==> config.mk <==
export PLATFORM = sky130hd
export DESIGN_NAME = ssc_top
export DESIGN_NICKNAME = d
export VERILOG_FILES = /design/src/hw/ssc_check.v /design/src/hw/ssc_top.v
export VERILOG_INCLUDE_DIRS = /design/src /design/src/hw
export SDC_FILE = /design/constraint.sdc
export NUM_CORES = 1
export LEC_CHECK = 0
export CAP_MARGIN = 30
export CORE_ASPECT_RATIO = 0.7
export CORE_MARGIN = 1
export CORE_UTILIZATION = 68
export DETAILED_ROUTE_END_ITERATION = 6
export DONT_BUFFER_PORTS = 1
export PLACE_DENSITY = 0.83
export SLEW_MARGIN = 40
export SYNTH_ARGS = -nofsm -noshare
export SYNTH_HDL_FRONTEND = slang
export SYNTH_SLANG_ARGS = --single-unit
==> constraint.sdc <==
create_clock -name hclk -period 3.7 [get_ports hclk]
set_input_delay 0.185 -clock hclk [delete_from_list [all_inputs] [get_ports hclk]]
set_output_delay 0.185 -clock hclk [all_outputs]
set_load 0.005 [all_outputs]
==> src/hw/ssc_regs.vh <==
// register map, field positions and reset values of the switch scan configuration block
`ifndef SSC_REGS_VH
`define SSC_REGS_VH

// ==========================================================
// register byte offsets
`define SSC_OFS_GLOBAL   8'h00
`define SSC_OFS_GRID     8'h04
`define SSC_OFS_IN_EN    8'h08
`define SSC_OFS_MODE     8'h0C
`define SSC_OFS_CS_SEL   8'h10
`define SSC_OFS_WET_A    8'h14
`define SSC_OFS_WET_B    8'h18
`define SSC_OFS_CCS_TIM  8'h1C
`define SSC_OFS_CCS_IN   8'h20
`define SSC_OFS_CTRL     8'h24
`define SSC_OFS_STATUS   8'h28
`define SSC_OFS_SCALE    8'h2C

// ==========================================================
// bus encodings
`define SSC_HSIZE_WORD   3'h2

// ==========================================================
// reset values
`define SSC_RST_32       32'h0000_0000
`define SSC_RST_24       24'h00_0000
`define SSC_RST_5        5'h00
`define SSC_RST_2        2'h0

// ==========================================================
// global setup fields
`define SSC_G_PERIOD_HI  4
`define SSC_G_PERIOD_LO  1
`define SSC_G_ACT_HI     8
`define SSC_G_ACT_LO     5
`define SSC_G_SUPPLY     16
`define SSC_G_DIAG_HI    21
`define SSC_G_DIAG_LO    18

// ==========================================================
// grid register fields and codes
`define SSC_GR_MODE_HI   4
`define SSC_GR_MODE_LO   3
`define SSC_GR_WIN_HI    2
`define SSC_GR_WIN_LO    0
`define SSC_GRID_OFF     2'h0
`define SSC_GRID_4X4     2'h1
`define SSC_GRID_5X5     2'h2
`define SSC_GRID_6X6     2'h3
`define SSC_SNK_BASE     4
`define SSC_SRC_BASE     10

// ==========================================================
// wetting fields
`define SSC_WB_AS_HI     22
`define SSC_WB_AS_LO     21
`define SSC_AS_OFF       2'h3
`define SSC_WA_SRC_LO    6
`define SSC_WA_SNK_LO    18
`define SSC_WB_SNK_LO    0
`define SSC_CODE_1MA     3'h1
`define SSC_CODE_2MA     3'h2
`define SSC_CODE_5MA     3'h3
`define SSC_CODE_MSB     2
`define SSC_N_GROUPS     14

// ==========================================================
// control register bits
`define SSC_C_POLL       0
`define SSC_C_TW         1

// ==========================================================
// diagnostic input settings
`define SSC_ADC_ALL      4'hF
`define SSC_SRC_PAIR     2'h0
`define SSC_SNK_PAIR     2'h3

`endif

==> src/hw/ssc_check.v <==
// configuration legality checker for grid, pairing, thermal and diagnostic settings
`timescale 1ns/1ps
`default_nettype none
`include "ssc_regs.vh"

module ssc_check (
  // configuration
  input  wire        poll_en,
  input  wire        tw_expected,
  input  wire [1:0]  grid_mode,
  input  wire [23:0] in_en,
  input  wire [23:0] in_mode,
  input  wire [23:0] cs_sel,
  input  wire [23:0] wet_a,
  input  wire [23:0] wet_b,
  input  wire [3:0]  diag_sel,
  // verdicts
  output wire        grid_ok,
  output wire        pair_ok,
  output wire        thermal_ok,
  output wire        diag_ok
);

  // mask of grid rows in use, one bit per line from input 4 or 10 upward
  function [5:0] grid_mask;
    input [1:0] gm;
    begin
      case (gm)
        `SSC_GRID_4X4: grid_mask = 6'h0F;
        `SSC_GRID_5X5: grid_mask = 6'h1F;
        `SSC_GRID_6X6: grid_mask = 6'h3F;
        default:       grid_mask = 6'h00;
      endcase
    end
  endfunction

  // all masked bits set
  function all_set;
    input [5:0] v;
    input [5:0] m;
    begin
      all_set = ((v & m) == m);
    end
  endfunction

  wire [5:0] m = grid_mask(grid_mode);
  wire       grid_on = (grid_mode != `SSC_GRID_OFF);

  // sinks on the low grid lines, sources on the high ones, all comparators, sampling periodic
  assign grid_ok = !grid_on || (poll_en
                   && all_set(in_en[`SSC_SNK_BASE +: 6], m)
                   && all_set(in_en[`SSC_SRC_BASE +: 6], m)
                   && ((in_mode[`SSC_SNK_BASE +: 6] & m) == 6'h00)
                   && ((in_mode[`SSC_SRC_BASE +: 6] & m) == 6'h00)
                   && all_set(cs_sel[`SSC_SNK_BASE +: 6], m)
                   && ((cs_sel[`SSC_SRC_BASE +: 6] & m) == 6'h00));

  // sink and source codes of the four wetting pairs
  wire [11:0] snk = {wet_b[`SSC_WB_SNK_LO +: 6], wet_a[`SSC_WA_SNK_LO +: 6]};
  wire [11:0] src = wet_a[`SSC_WA_SRC_LO +: 12];
  wire [3:0]  need = (grid_mode == `SSC_GRID_4X4) ? 4'h7 : (grid_on ? 4'hF : 4'h0);
  wire [3:0]  gt_ok;
  wire [3:0]  tw_ok;

  genvar k;
  generate
    for (k = 0; k < 4; k = k + 1) begin : g_pair
      assign gt_ok[k] = snk[3*k +: 3] > src[3*k +: 3];
      assign tw_ok[k] = ((src[3*k +: 3] == `SSC_CODE_1MA)
                         && (snk[3*k +: 3] >= `SSC_CODE_2MA))
                     || ((src[3*k +: 3] == `SSC_CODE_2MA)
                         && (snk[3*k +: 3] == `SSC_CODE_5MA));
    end
  endgenerate

  assign pair_ok    = ((gt_ok | ~need) == 4'hF);
  assign thermal_ok = !tw_expected || ((tw_ok | ~need) == 4'hF);

  // diagnostics: any of 0..3 on, all ADC, 0/1 source, 2/3 sink
  assign diag_ok = (diag_sel == 4'h0) || ((in_en[3:0] != 4'h0)
                   && (in_mode[3:0] == `SSC_ADC_ALL)
                   && (cs_sel[1:0] == `SSC_SRC_PAIR)
                   && (cs_sel[3:2] == `SSC_SNK_PAIR));

endmodule
`default_nettype wire

==> src/hw/ssc_top.v <==
// switch scan configuration registers with ahb-lite slave and effective-feature logic
`timescale 1ns/1ps
`default_nettype none
`include "ssc_regs.vh"

module ssc_top (
  // clock and reset
  input  wire        hclk,
  input  wire        hresetn,
  // ahb-lite slave
  input  wire        hsel,
  input  wire [7:0]  haddr,
  input  wire [1:0]  htrans,
  input  wire        hwrite,
  input  wire [2:0]  hsize,
  input  wire [31:0] hwdata,
  input  wire        hready,
  output reg  [31:0] hrdata,
  output reg         hreadyout,
  output reg         hresp,
  // effective scan settings
  output reg  [3:0]  poll_period_code,
  output reg  [3:0]  active_window_code,
  output reg  [2:0]  grid_window_code,
  output reg  [1:0]  grid_mode,
  output reg         poll_enable,
  output reg         clean_sampling_active,
  output reg  [13:0] autoscale_group,
  output reg         config_legal
);

  // ==========================================================
  // register storage
  reg [31:0] global_r;
  reg [4:0]  grid_r;
  reg [23:0] in_en_r;
  reg [23:0] mode_r;
  reg [23:0] cs_sel_r;
  reg [23:0] wetting_level_cfg_a_r;
  reg [23:0] wetting_level_cfg_b_r;
  reg [31:0] clean_sampling_timing_cfg_r;
  reg [23:0] clean_sampling_input_cfg_r;
  reg [1:0]  ctrl_r;

  // ==========================================================
  // bus phase tracking
  reg        wr_pend_r;
  reg        rd_pend_r;
  reg [7:0]  addr_r;

  wire take = hsel && htrans[1] && hready;
  wire wr_go = wr_pend_r;

  // only whole-word accesses change state; narrower writes are dropped
  reg        wr_word_r;

  // address phase capture; reads stall one cycle so they see any write just completed
  always @(posedge hclk or negedge hresetn) begin
    if (!hresetn) begin
      wr_pend_r <= 1'b0;
      rd_pend_r <= 1'b0;
      wr_word_r <= 1'b0;
      addr_r    <= 8'h00;
    end else begin
      wr_pend_r <= take && hwrite;
      rd_pend_r <= take && !hwrite;
      if (take) begin
        addr_r    <= haddr;
        wr_word_r <= (hsize == `SSC_HSIZE_WORD);
      end
    end
  end

  // ==========================================================
  // legality checker
  wire grid_ok;
  wire pair_ok;
  wire thermal_ok;
  wire diag_ok;

  ssc_check u_check (
    .poll_en     (ctrl_r[`SSC_C_POLL]),
    .tw_expected (ctrl_r[`SSC_C_TW]),
    .grid_mode   (grid_r[`SSC_GR_MODE_HI:`SSC_GR_MODE_LO]),
    .in_en       (in_en_r),
    .in_mode     (mode_r),
    .cs_sel      (cs_sel_r),
    .wet_a       (wetting_level_cfg_a_r),
    .wet_b       (wetting_level_cfg_b_r),
    .diag_sel    (global_r[`SSC_G_DIAG_HI:`SSC_G_DIAG_LO]),
    .grid_ok     (grid_ok),
    .pair_ok     (pair_ok),
    .thermal_ok  (thermal_ok),
    .diag_ok     (diag_ok)
  );

  // ==========================================================
  // effective features
  // clean sampling needs something being measured to ride on
  wire clean_nxt = (clean_sampling_input_cfg_r != 24'h00_0000)
                && ((in_en_r != 24'h00_0000) || global_r[`SSC_G_SUPPLY]);
  wire as_on = (wetting_level_cfg_b_r[`SSC_WB_AS_HI:`SSC_WB_AS_LO] != `SSC_AS_OFF)
            && !ctrl_r[`SSC_C_POLL];
  wire [41:0] codes = {wetting_level_cfg_b_r[17:0], wetting_level_cfg_a_r};
  wire [13:0] scale_nxt;

  genvar g;
  generate
    for (g = 0; g < `SSC_N_GROUPS; g = g + 1) begin : g_scale
      // only codes 4 to 7, the four highest currents, are scaled back
      assign scale_nxt[g] = as_on && codes[3*g + `SSC_CODE_MSB];
    end
  endgenerate

  wire legal_nxt = grid_ok && pair_ok && thermal_ok && diag_ok;
  wire [31:0] status_w = {26'h000_0000, as_on, clean_nxt, diag_ok, thermal_ok,
                          pair_ok, grid_ok};

  // ==========================================================
  // read mux, unmapped offsets read zero
  function [31:0] rd_mux;
    input [7:0] a;
    begin
      case (a)
        `SSC_OFS_GLOBAL:  rd_mux = global_r;
        `SSC_OFS_GRID:    rd_mux = {27'h000_0000, grid_r};
        `SSC_OFS_IN_EN:   rd_mux = {8'h00, in_en_r};
        `SSC_OFS_MODE:    rd_mux = {8'h00, mode_r};
        `SSC_OFS_CS_SEL:  rd_mux = {8'h00, cs_sel_r};
        `SSC_OFS_WET_A:   rd_mux = {8'h00, wetting_level_cfg_a_r};
        `SSC_OFS_WET_B:   rd_mux = {8'h00, wetting_level_cfg_b_r};
        `SSC_OFS_CCS_TIM: rd_mux = clean_sampling_timing_cfg_r;
        `SSC_OFS_CCS_IN:  rd_mux = {8'h00, clean_sampling_input_cfg_r};
        `SSC_OFS_CTRL:    rd_mux = {30'h0000_0000, ctrl_r};
        `SSC_OFS_STATUS:  rd_mux = status_w;
        `SSC_OFS_SCALE:   rd_mux = {18'h0_0000, scale_nxt};
        default:          rd_mux = 32'h0000_0000;
      endcase
    end
  endfunction

  // ==========================================================
  // register writes in the data phase
  always @(posedge hclk or negedge hresetn) begin
    if (!hresetn) begin
      global_r                    <= `SSC_RST_32;
      grid_r                      <= `SSC_RST_5;
      in_en_r                     <= `SSC_RST_24;
      mode_r                      <= `SSC_RST_24;
      cs_sel_r                    <= `SSC_RST_24;
      wetting_level_cfg_a_r       <= `SSC_RST_24;
      wetting_level_cfg_b_r       <= `SSC_RST_24;
      clean_sampling_timing_cfg_r <= `SSC_RST_32;
      clean_sampling_input_cfg_r  <= `SSC_RST_24;
      ctrl_r                      <= `SSC_RST_2;
    end else if (wr_go && wr_word_r) begin
      case (addr_r)
        `SSC_OFS_GLOBAL:  global_r                    <= hwdata;
        `SSC_OFS_GRID:    grid_r                      <= hwdata[4:0];
        `SSC_OFS_IN_EN:   in_en_r                     <= hwdata[23:0];
        `SSC_OFS_MODE:    mode_r                      <= hwdata[23:0];
        `SSC_OFS_CS_SEL:  cs_sel_r                    <= hwdata[23:0];
        `SSC_OFS_WET_A:   wetting_level_cfg_a_r       <= hwdata[23:0];
        `SSC_OFS_WET_B:   wetting_level_cfg_b_r       <= hwdata[23:0];
        `SSC_OFS_CCS_TIM: clean_sampling_timing_cfg_r <= hwdata;
        `SSC_OFS_CCS_IN:  clean_sampling_input_cfg_r  <= hwdata[23:0];
        `SSC_OFS_CTRL:    ctrl_r                      <= hwdata[1:0];
        default:          ctrl_r                      <= ctrl_r;
      endcase
    end
  end

  // ==========================================================
  // bus answer: writes zero-wait, reads one wait state
  always @(posedge hclk or negedge hresetn) begin
    if (!hresetn) begin
      hrdata    <= 32'h0000_0000;
      hreadyout <= 1'b1;
      hresp     <= 1'b0;
    end else begin
      hresp <= 1'b0;
      if (take && !hwrite) begin
        hreadyout <= 1'b0;
      end else if (rd_pend_r) begin
        hrdata    <= rd_mux(addr_r);
        hreadyout <= 1'b1;
      end
    end
  end

  // ==========================================================
  // effective setting outputs, one cycle behind the registers
  always @(posedge hclk or negedge hresetn) begin
    if (!hresetn) begin
      poll_period_code      <= 4'h0;
      active_window_code    <= 4'h0;
      grid_window_code      <= 3'h0;
      grid_mode             <= 2'h0;
      poll_enable           <= 1'b0;
      clean_sampling_active <= 1'b0;
      autoscale_group       <= 14'h0000;
      config_legal          <= 1'b1;
    end else begin
      poll_period_code      <= global_r[`SSC_G_PERIOD_HI:`SSC_G_PERIOD_LO];
      active_window_code    <= global_r[`SSC_G_ACT_HI:`SSC_G_ACT_LO];
      grid_window_code      <= grid_r[`SSC_GR_WIN_HI:`SSC_GR_WIN_LO];
      grid_mode             <= grid_r[`SSC_GR_MODE_HI:`SSC_GR_MODE_LO];
      poll_enable           <= ctrl_r[`SSC_C_POLL];
      clean_sampling_active <= clean_nxt;
      autoscale_group       <= scale_nxt;
      config_legal          <= legal_nxt;
    end
  end

endmodule
`default_nettype wire

==> results.json, run 1 <==
{
  "io_pins": 114,
  "cts_setup_buffers": 0,
  "cts_max_path_buffers": 3,
  "place.port_buffers": 0,
  "ys_types": 64,
  "grt_overflow": 0,
  "synth_top_area_share_pct": 54.7,
  "synth_ff_type": "dfrtp_1",
  "area_growth_pct": 12.7,
  "path_clk_slew_ns": 0.06,
  "synth_area_leader_cell": "dfrtp_1",
  "cts_hold_buffers": 43,
  "via_per_inst": 7.16,
  "start_kind": "register",
  "clock_latency_ns": 0.54,
  "hpwl_mm": 25.3,
  "num_rows": 42,
  "layout-drive-gt1-share_pct": 27.9,
  "num_vias": 9568,
  "max_freq_mhz": 335,
  "antenna_found_initial": 1,
  "worst-endpoint-arrival_ns": 3.41,
  "synthCells": 1033,
  "route.antenna.remaining_nets": 0,
  "p_leak_nw": 7.04,
  "synth_seq_area_share_pct": 55.1,
  "place_area_sq_mm": 0.0133,
  "maxCapViolations": 0,
  "drc": 0,
  "core-area_sq_mm": 0.0189,
  "die_area_sq_mm": 0.0199,
  "hold_ws_ns": -0.649,
  "status": "finished, violations left",
  "setup_viol": 0,
  "violations": "hold timing",
  "cp.required_ns": 4.12,
  "grtUsageTotal_pct": 41.1,
  "hold_viol": 289,
  "synth_edf_count": 0,
  "mostFrequentLayoutCells": "dfrtp_1, mux2_2, nand2_1",
  "ir_drop_uv": 420,
  "dieHeight_um": 118,
  "fin_crit_sh_pct": 80.7,
  "synth-async-reset-ratio_pct": 100,
  "dp.cells": 1246,
  "hold_path.class": "input pin to asynchronous set/reset pin",
  "grt_max_degree": 290,
  "endpoint_kind": "register",
  "slew-limit-headroom_pct": 38.8,
  "synth_seq_cells": 289,
  "synth.area.top_cells": "dfrtp_1, mux2_2, a22oi_1",
  "cts_tree": "built",
  "power_density_mw_per_mm2": 481,
  "worstPathMaxFanout": 20,
  "grt_pass1_vias": 9690,
  "cts_resized": 0,
  "wl_mm": 39.3,
  "cts.sinks": 289,
  "drt_iter0_markers": 1306,
  "fin_nets": 1138,
  "fp.dieW_um": 168,
  "maxSlewViolCount": 0,
  "final_common_cell": "dfrtp_1",
  "instances_no_fill": 1337,
  "synth.avg_cell_area_sq_um": 12.7,
  "fin_tns_setup_ns": 0,
  "first_pass_iters": 6,
  "diodes": 0,
  "yosysWarnings": 0,
  "grt_pass1_wl_mm": 59.8,
  "numCtsBuffers": 27,
  "gp_congestion": 0.996,
  "final_cell_area_sq_mm": 0.0148,
  "path_class": "register to register",
  "tightest_slew_ns": 0.910,
  "synth_fp_nets": 1095,
  "fin_crit_ns": 2.99,
  "synth_area_sq_mm": 0.0131,
  "skew_ns": 0.0199,
  "cts-htree-levels": 1,
  "rsz0062_at_grt": "false",
  "initial_core_util_pct": 69.4,
  "wl_per_cell_um": 29.4,
  "root_buffer": "clkbuf_16",
  "fin_util_pct": 78.1
}
## layer usage
layer	global-route usage [%]	part of all wire, %
met5	0	0.033
met3	14.1	14
met1	57.6	39
met4	16.2	4.7
met2	59.1	42
## cells in the mapped netlist (all sizes together) (11+ instances only)
cell type / instances
a21oi: 24
a22oi: 56
a31oi: 11
and2: 18
buf: 39
clkbuf: 22
dfrtp: 287
ha: 12
inv: 16
mux2: 225
mux2i: 17
nand2: 61
nor2: 51
nor3: 20
nor4: 13
o21ai: 44
o22ai: 14
## flip-flops by register name, summed over array words and instances (netlist names), 2 cells and up
signal / flops
hrdata: 32
wetting_level_cfg_b_r: 24
global_r: 32
clean_sampling_timing_cfg_r: 32
active_window_code: 4
grid_mode: 2
poll_period_code: 4
autoscale_group: 14
addr_r: 8
in_en_r: 24
clean_sampling_input_cfg_r: 24
ctrl_r: 2
grid_window_code: 3
mode_r: 24
cs_sel_r: 24
wetting_level_cfg_a_r: 24
grid_r: 5
## cell type report
| class | count | area, sq um |
|---|---|---|
| clock inverters | 11 | 258 |
| repair buffers | 75 | 696 |
| inverters | 16 | 60.1 |
| flip-flops and latches | 289 | 7230 |
| clock buffers | 37 | 773 |
| fillers | 1082 | 4140 |
| multi-input cells | 667 | 5460 |
| well taps | 242 | 303 |
## cells by family after synthesis
logic type / after synthesis / share of synthesized area, %
other cells: 1 / 0.0286
fa+ha+maj: 12 / 1.14
mux: 245 / 21.1
buf+inv: 77 / 3.42
flops: 289 / 55.1
simple gates: 213 / 9.11
compound gates: 196 / 10.0
## path summary, 6_finish.rpt
| kind | to | depth (start not counted) | start | slack (ns) |
|---|---|---|---|---|
| worst min-delay path | global_r[1]$_DFFE_PN0P_ | 0 | hresetn | -0.65 |
| worst max-delay path | in_en_r[14]$_DFFE_PN0P_ | 4 | addr_r[5]$_DFFE_PN0P_ | 0.71 |
| min in group hclk | hrdata[23]$_DFFE_PN0P_ | 3 | hwrite | 0.10 |
| max in group asynchronous | cs_sel_r[16]$_DFFE_PN0P_ | 0 | hresetn | 3.83 |
| worst max register to register | in_en_r[14]$_DFFE_PN0P_ | 4 | addr_r[5]$_DFFE_PN0P_ | 0.71 |
| worst min register to register | grid_window_code[1]$_DFF_PN0_ | 0 | grid_r[1]$_DFFE_PN0P_ | 0.39 |
## critical path, stage by stage, from the launching register on
cell     delay (ns)
dfrtp_1        0.63
or4_1          0.99
nor3_4         0.44
buf_4          0.40
mux2_2         0.38
## power by group
| part | internal [W] | total (W) | switching (W) |
|---|---|---|---|
| clock network | 0.00201 | 0.00323 | 0.00122 |
| logic | 0.000188 | 0.000564 | 0.000376 |
| registers | 0.00323 | 0.00332 | 0.0000944 |
## stage by stage
stage               total power, W  setup slack, ns
global placement           0.00382            0.839
floorplan                  0.00365             1.59
global route               0.00727            0.648
detailed placement         0.00383            0.816
finish                     0.00712            0.714
CTS                        0.00708            0.779
(Power assumes the default switching activity.)
==> run 2, diff against run 1 <==
--- a/config.mk
+++ b/config.mk
@@ -9,10 +9,10 @@
 export CAP_MARGIN = 30
 export CORE_ASPECT_RATIO = 0.7
 export CORE_MARGIN = 1
-export CORE_UTILIZATION = 68
+export CORE_UTILIZATION = 57
 export DETAILED_ROUTE_END_ITERATION = 6
 export DONT_BUFFER_PORTS = 1
-export PLACE_DENSITY = 0.83
+export PLACE_DENSITY = 0.74
 export SLEW_MARGIN = 40
 export SYNTH_ARGS = -nofsm -noshare
 export SYNTH_HDL_FRONTEND = slang
==> constraint.sdc (replaced) <==
create_clock -name hclk -period 2.5 [get_ports hclk]
set_input_delay 0.125 -clock hclk [delete_from_list [all_inputs] [get_ports hclk]]
set_output_delay 0.125 -clock hclk [all_outputs]
set_load 0.005 [all_outputs]
==> run 2 against run 1 <==
Compared with the run above:
- the flow still finishes with violations (hold timing)
- register-to-register slack worse by 0.61 ns
- wire length is 2.9% higher
- sequential share of layout area is 1.4 points lower
- worst hold slack worse by 0.075 ns
- critical path depth is 2 higher
- clock power up 31%
- final cell count rose by 8.7%
- first-iteration DRC count fell by 17%
- combinational power increased by 62%
- sequential power increased by 48%
- setup slack lost 0.61 ns
- critical endpoint is now hrdata[14]$_DFFE_PN0P_
- largest power group unchanged
==> results.json, run 2 (same netlist as run 1, synthesis figures left out) <==
{
  "maxSlewViolCount": 0,
  "grt_pass1_wl_mm": 60.8,
  "place_area_sq_mm": 0.0138,
  "cts_setup_buffers": 0,
  "hpwl_mm": 27.4,
  "numCtsBuffers": 27,
  "fp.dieW_um": 183,
  "internal_power_w": 0.00756,
  "path_clk_slew_ns": 0.07,
  "cts_max_path_buffers": 3,
  "wl_mm": 40.5,
  "endpoint_kind": "register",
  "final_cell_area_sq_mm": 0.0152,
  "path_class": "register to register",
  "pwr-share-clk_pct": 42.0,
  "grtUsageTotal_pct": 35.5,
  "fin_tns_setup_ns": 0,
  "final_common_cell": "dfrtp_1",
  "worstPathMaxFanout": 26,
  "mostFrequentLayoutCells": "dfrtp_1, mux2_2, buf_4",
  "power_switching_w": 0.00248,
  "place.port_buffers": 0,
  "hold_ws_ns": -0.724,
  "first_pass_iters": 6,
  "nFillCells": 1675,
  "r2r_cells": 6,
  "skew_ns": 0.0121,
  "regToRegStartpoint": "addr_r[3]$_DFFE_PN0P_",
  "grt_overflow": 0,
  "die_area_sq_mm": 0.0236,
  "initial_core_util_pct": 58.0,
  "rsz0062_at_grt": "false",
  "dieHeight_um": 129,
  "grt_pass1_vias": 9436,
  "fin_crit_sh_pct": 95.7,
  "p_seq_share_pct": 48.9,
  "cts_hold_buffers": 45,
  "combPwrFrac_pct": 9.1,
  "reg_top3": "clean_sampling_timing_cfg_r x32, global_r x32, hrdata x32",
  "cts.sinks": 289,
  "fin_nets": 1184,
  "setup_viol": 0,
  "root_buffer": "clkbuf_16",
  "clock_latency_ns": 0.55,
  "regToRegSetupSlack_ns": 0.11,
  "tightest_slew_ns": 0.907,
  "status": "finished, violations left",
  "hold_path.class": "input pin to asynchronous set/reset pin",
  "switching_share_pct": 24.7,
  "grt_max_degree": 290,
  "cp.required_ns": 2.97,
  "route.antenna.remaining_nets": 0,
  "max_freq_mhz": 418,
  "power_density_mw_per_mm2": 660,
  "area_growth_pct": 15.9,
  "num_vias": 9583,
  "worst-endpoint-arrival_ns": 2.86,
  "antenna_found_initial": 1,
  "cts_tree": "built",
  "wl_per_cell_um": 27.8,
  "fin_crit_ns": 2.39,
  "start_kind": "register",
  "core-area_sq_mm": 0.0226,
  "drt_iter0_markers": 1085,
  "drc": 0,
  "maxCapViolations": 0,
  "layout-drive-gt1-share_pct": 30.4,
  "cts-htree-levels": 1,
  "p_leak_nw": 7.23,
  "via_per_inst": 6.60,
  "io_pins": 114,
  "r2r-end": "hrdata[14]$_DFFE_PN0P_",
  "slew-limit-headroom_pct": 39.5,
  "violations": "hold timing",
  "num_rows": 46,
  "ir_drop_uv": 540,
  "hold_viol": 289,
  "gp_congestion": 1.01
}
## run 2: changes by cell type in the layout (fill, tap and decap cells not counted), sizes merged
cell / change
clkbuf: +1
clkinv: +1
diode: +1
bufinv: -5
clkinvlp: +1
buf: +44
inv: +1
dlygate4sd3: +2
## run 2: critical path, stage by stage (launching register included)
cell	delay (ns)
dfrtp_1	0.47
buf_12	0.23
nor2b_1	0.41
and2_0	0.59
a22o_1	0.21
o21ai_0	0.18
a41oi_1	0.23
## run 2: layout make-up
| class | instances | area, sq um | area share [%] |
|---|---|---|---|
| sequential | 289 | 7230 | 47.6 |
| antenna | 1 | 2.50 | 0.0165 |
| clock buffer | 38 | 767 | 5.04 |
| multi-input combinational | 667 | 5460 | 35.9 |
| inverter | 16 | 60.1 | 0.395 |
| clock inverter | 9 | 129 | 0.847 |
| timing repair buffer | 121 | 1160 | 7.64 |
| tap | 312 | 390 | 2.57 |
## run 2: worst max-delay path by stage
stage,from,to,slack (ns),cells past startpoint
after floorplan,addr_r[3]$_DFFE_PN0P_,cs_sel_r[12]$_DFFE_PN0P_,0.39,6
after global placement,addr_r[4]$_DFFE_PN0P_,hrdata[10]$_DFFE_PN0P_,0.11,7
after detailed placement,addr_r[4]$_DFFE_PN0P_,hrdata[10]$_DFFE_PN0P_,0.12,7
after CTS,addr_r[4]$_DFFE_PN0P_,hrdata[10]$_DFFE_PN0P_,0.08,7
after global routing,cs_sel_r[13]$_DFFE_PN0P_,config_legal$_DFF_PN1_,0.06,8
final,addr_r[3]$_DFFE_PN0P_,hrdata[14]$_DFFE_PN0P_,0.11,6
## run 2: routing by layer
metal	part of all wire [%]	GRT usage [%]
met3	12	11.9
met4	3.5	11.8
met5	0	0
met1	42	51.7
met2	42	49.8
## run 2: power by group through the flow
stage          logic, W  clock network (W)  registers [W]
6_report       0.000911            0.00422        0.00491
5_1_grt        0.000945            0.00446        0.00492
4_1_cts        0.000870            0.00427        0.00491
3_5_place_dp   0.000760                  0        0.00500
3_3_place_gp   0.000752                  0        0.00499
2_1_floorplan  0.000471                  0        0.00494
## run 2: stage by stage
step           worst slack (ns)  instances  power (W)  hold slack, ns  util (%)
3_5_place_dp              0.118       1360    0.00576          -0.164      61.2
2_1_floorplan             0.388       1033    0.00541          -0.171         -
6_report                  0.106       1453     0.0100          -0.724      67.2
5_1_grt                  0.0550       1453     0.0103          -0.752      67.2
3_3_place_gp              0.107       1360    0.00574          -0.164      61.2
4_1_cts                  0.0762       1452     0.0100          -0.743      67.2
## run 2: repair_timing
item / 4_1_cts / 5_1_grt
setup endpoints to repair: 0 / 3
hold endpoints to repair: 516 / 289
gates resized for setup: 0 / 4
==> run 3, diff against run 2 <==
--- a/config.mk
+++ b/config.mk
@@ -12,6 +12,7 @@
 export CORE_UTILIZATION = 57
 export DETAILED_ROUTE_END_ITERATION = 6
 export DONT_BUFFER_PORTS = 1
+export GPL_TIMING_DRIVEN = 0
 export PLACE_DENSITY = 0.74
 export SLEW_MARGIN = 40
 export SYNTH_ARGS = -nofsm -noshare
==> run 3 against run 2 <==
Compared with the run above:
- critical path depth up 2
- combinational power grew 1%
- worst hold slack got worse by 0.0020 ns
- the run ends with hold timing, setup timing left
- critical path type unchanged
- sequential share of layout area up 0.42 points
- clock skew decreased by 0.00074 ns
- die area did not move
- first-iteration DRC count decreased by 5.4%
==> results.json, run 3 (same netlist as run 1, synthesis figures left out) <==
{
  "maxCapViolations": 0,
  "nFillCells": 1713,
  "r2r-end": "hrdata[8]$_DFFE_PN0P_",
  "root_buffer": "clkbuf_16",
  "regToRegStartpoint": "addr_r[7]$_DFFE_PN0P_",
  "route.antenna.remaining_nets": 0,
  "area_growth_pct": 15.0,
  "cts_tree": "built",
  "hold_ws_ns": -0.726,
  "antenna_found_initial": 2,
  "grtUsageTotal_pct": 37.0,
  "multiInputGateArea_sq_mm": 0.00552,
  "pwr-share-clk_pct": 41.4,
  "start_kind": "register",
  "regToRegSetupSlack_ns": -0.008,
  "max_freq_mhz": 399,
  "hold_path.class": "input pin to asynchronous set/reset pin",
  "internal_power_w": 0.00739,
  "hpwl_mm": 29.4,
  "status": "finished, violations left",
  "power_density_mw_per_mm2": 661,
  "via_per_inst": 6.67,
  "grt_max_degree": 290,
  "slew-limit-headroom_pct": 39.9,
  "fin_nets": 1184,
  "initial_core_util_pct": 58.0,
  "io_pins": 114,
  "power_switching_w": 0.00258,
  "place_area_sq_mm": 0.0135,
  "violations": "hold timing, setup timing",
  "reg_top3": "clean_sampling_timing_cfg_r x32, global_r x32, hrdata x32",
  "p_seq_share_pct": 49.3,
  "path_clk_slew_ns": 0.06,
  "place.port_buffers": 0,
  "grt_pass1_wl_mm": 62.2,
  "layout-drive-gt1-share_pct": 30.6,
  "tightest_slew_ns": 0.901,
  "setup_viol": 1,
  "ir_drop_uv": 516,
  "mostFrequentLayoutCells": "dfrtp_1, mux2_2, nand2_1",
  "worstPathMaxFanout": 10,
  "r2r_cells": 8,
  "first_pass_iters": 7,
  "skew_ns": 0.0114,
  "cp.required_ns": 2.98,
  "num_vias": 9704,
  "p_leak_nw": 7.16,
  "fin_crit_ns": 2.51,
  "fin_tns_setup_ns": -0.00814,
  "fin_ws_ns": -0.00814,
  "fin_util_pct": 66.7,
  "num_rows": 46,
  "core-area_sq_mm": 0.0226,
  "combPwrFrac_pct": 9.3,
  "cts_hold_buffers": 44,
  "maxSlewViolCount": 0,
  "fin_crit_sh_pct": 100,
  "dieHeight_um": 129,
  "final_cell_area_sq_mm": 0.0151,
  "regArea_sq_mm": 0.00724,
  "die_area_sq_mm": 0.0236,
  "drc": 0,
  "wl_per_cell_um": 29.6,
  "worst-endpoint-arrival_ns": 2.98,
  "cts-htree-levels": 1,
  "fp.dieW_um": 183,
  "numCtsBuffers": 29,
  "switching_share_pct": 25.8,
  "cts_max_path_buffers": 3,
  "hold_viol": 289,
  "endpoint_kind": "register",
  "power_w": 0.00997,
  "clock_latency_ns": 0.55,
  "drt_iter0_markers": 1026,
  "path_class": "register to register",
  "final_common_cell": "dfrtp_1",
  "gp_congestion": 0.977,
  "grt_pass1_vias": 9298,
  "cts.sinks": 289,
  "wl_mm": 43.1,
  "grt_overflow": 0
}
## run 3: how the worst max path moves through the flow
stage	startpoint	end
finish	addr_r[7]$_DFFE_PN0P_	hrdata[8]$_DFFE_PN0P_
global route	addr_r[7]$_DFFE_PN0P_	mode_r[9]$_DFFE_PN0P_
CTS	addr_r[7]$_DFFE_PN0P_	in_en_r[11]$_DFFE_PN0P_
detailed placement	addr_r[4]$_DFFE_PN0P_	hrdata[8]$_DFFE_PN0P_
global placement	addr_r[4]$_DFFE_PN0P_	hrdata[8]$_DFFE_PN0P_
floorplan	addr_r[3]$_DFFE_PN0P_	cs_sel_r[12]$_DFFE_PN0P_
## run 3: per-stage QoR
step	instances	setup WS, ns
6_report	1455	-0.00814
5_1_grt	1453	-0.0240
4_1_cts	1444	-0.00364
3_5_place_dp	1345	-0.282
3_3_place_gp	1345	-0.355
2_1_floorplan	1033	0.388
## run 3: power by group through the flow
stage / clock (W) / combinational (W) / sequential [W]
after floorplan: 0 / 0.000471 / 0.00494
after global placement: 0 / 0.000743 / 0.00498
after detailed placement: 0 / 0.000746 / 0.00499
after CTS: 0.00415 / 0.000863 / 0.00491
after global routing: 0.00435 / 0.000953 / 0.00493
final: 0.00413 / 0.000923 / 0.00492
## run 3: layer usage
metal	up-vias	global-route usage [%]	share of wire [%]
met4	2	11.3	3.0
met2	614	52.1	41
met3	98	15.3	14
met1	4943	52.2	42
li1	4047	-	-
met5	-	0	0.021
## run 3: repair_timing
item | in CTS | in global routing
endpoints found under the hold margin | 506 | 289
setup endpoints to repair | 67 | 121
pin swaps | 2 | 6
buffers inserted | 6 | 10
resized for setup | 15 | 20
## run 3: area by class of cell
type / count / area share (%)
clock inverters: 9 / 0.522
plain buffers: 59 / 2.71
well taps: 312 / 2.59
multi-input cells: 667 / 36.6
flip-flops and latches: 289 / 48.0
inverters: 16 / 0.398
diodes: 3 / 0.0498
clock buffers: 40 / 5.28
repair buffers: 60 / 3.88
## run 3: critical path, stage by stage (launching register included)
cell and delay [ns]:
dfrtp_1 0.49, or4_1 0.57, buf_4 0.24, nor2_2 0.35, buf_4 0.31, a22oi_1 0.09, o21ai_0 0.08, o21ai_0 0.16
nand2_1 0.13
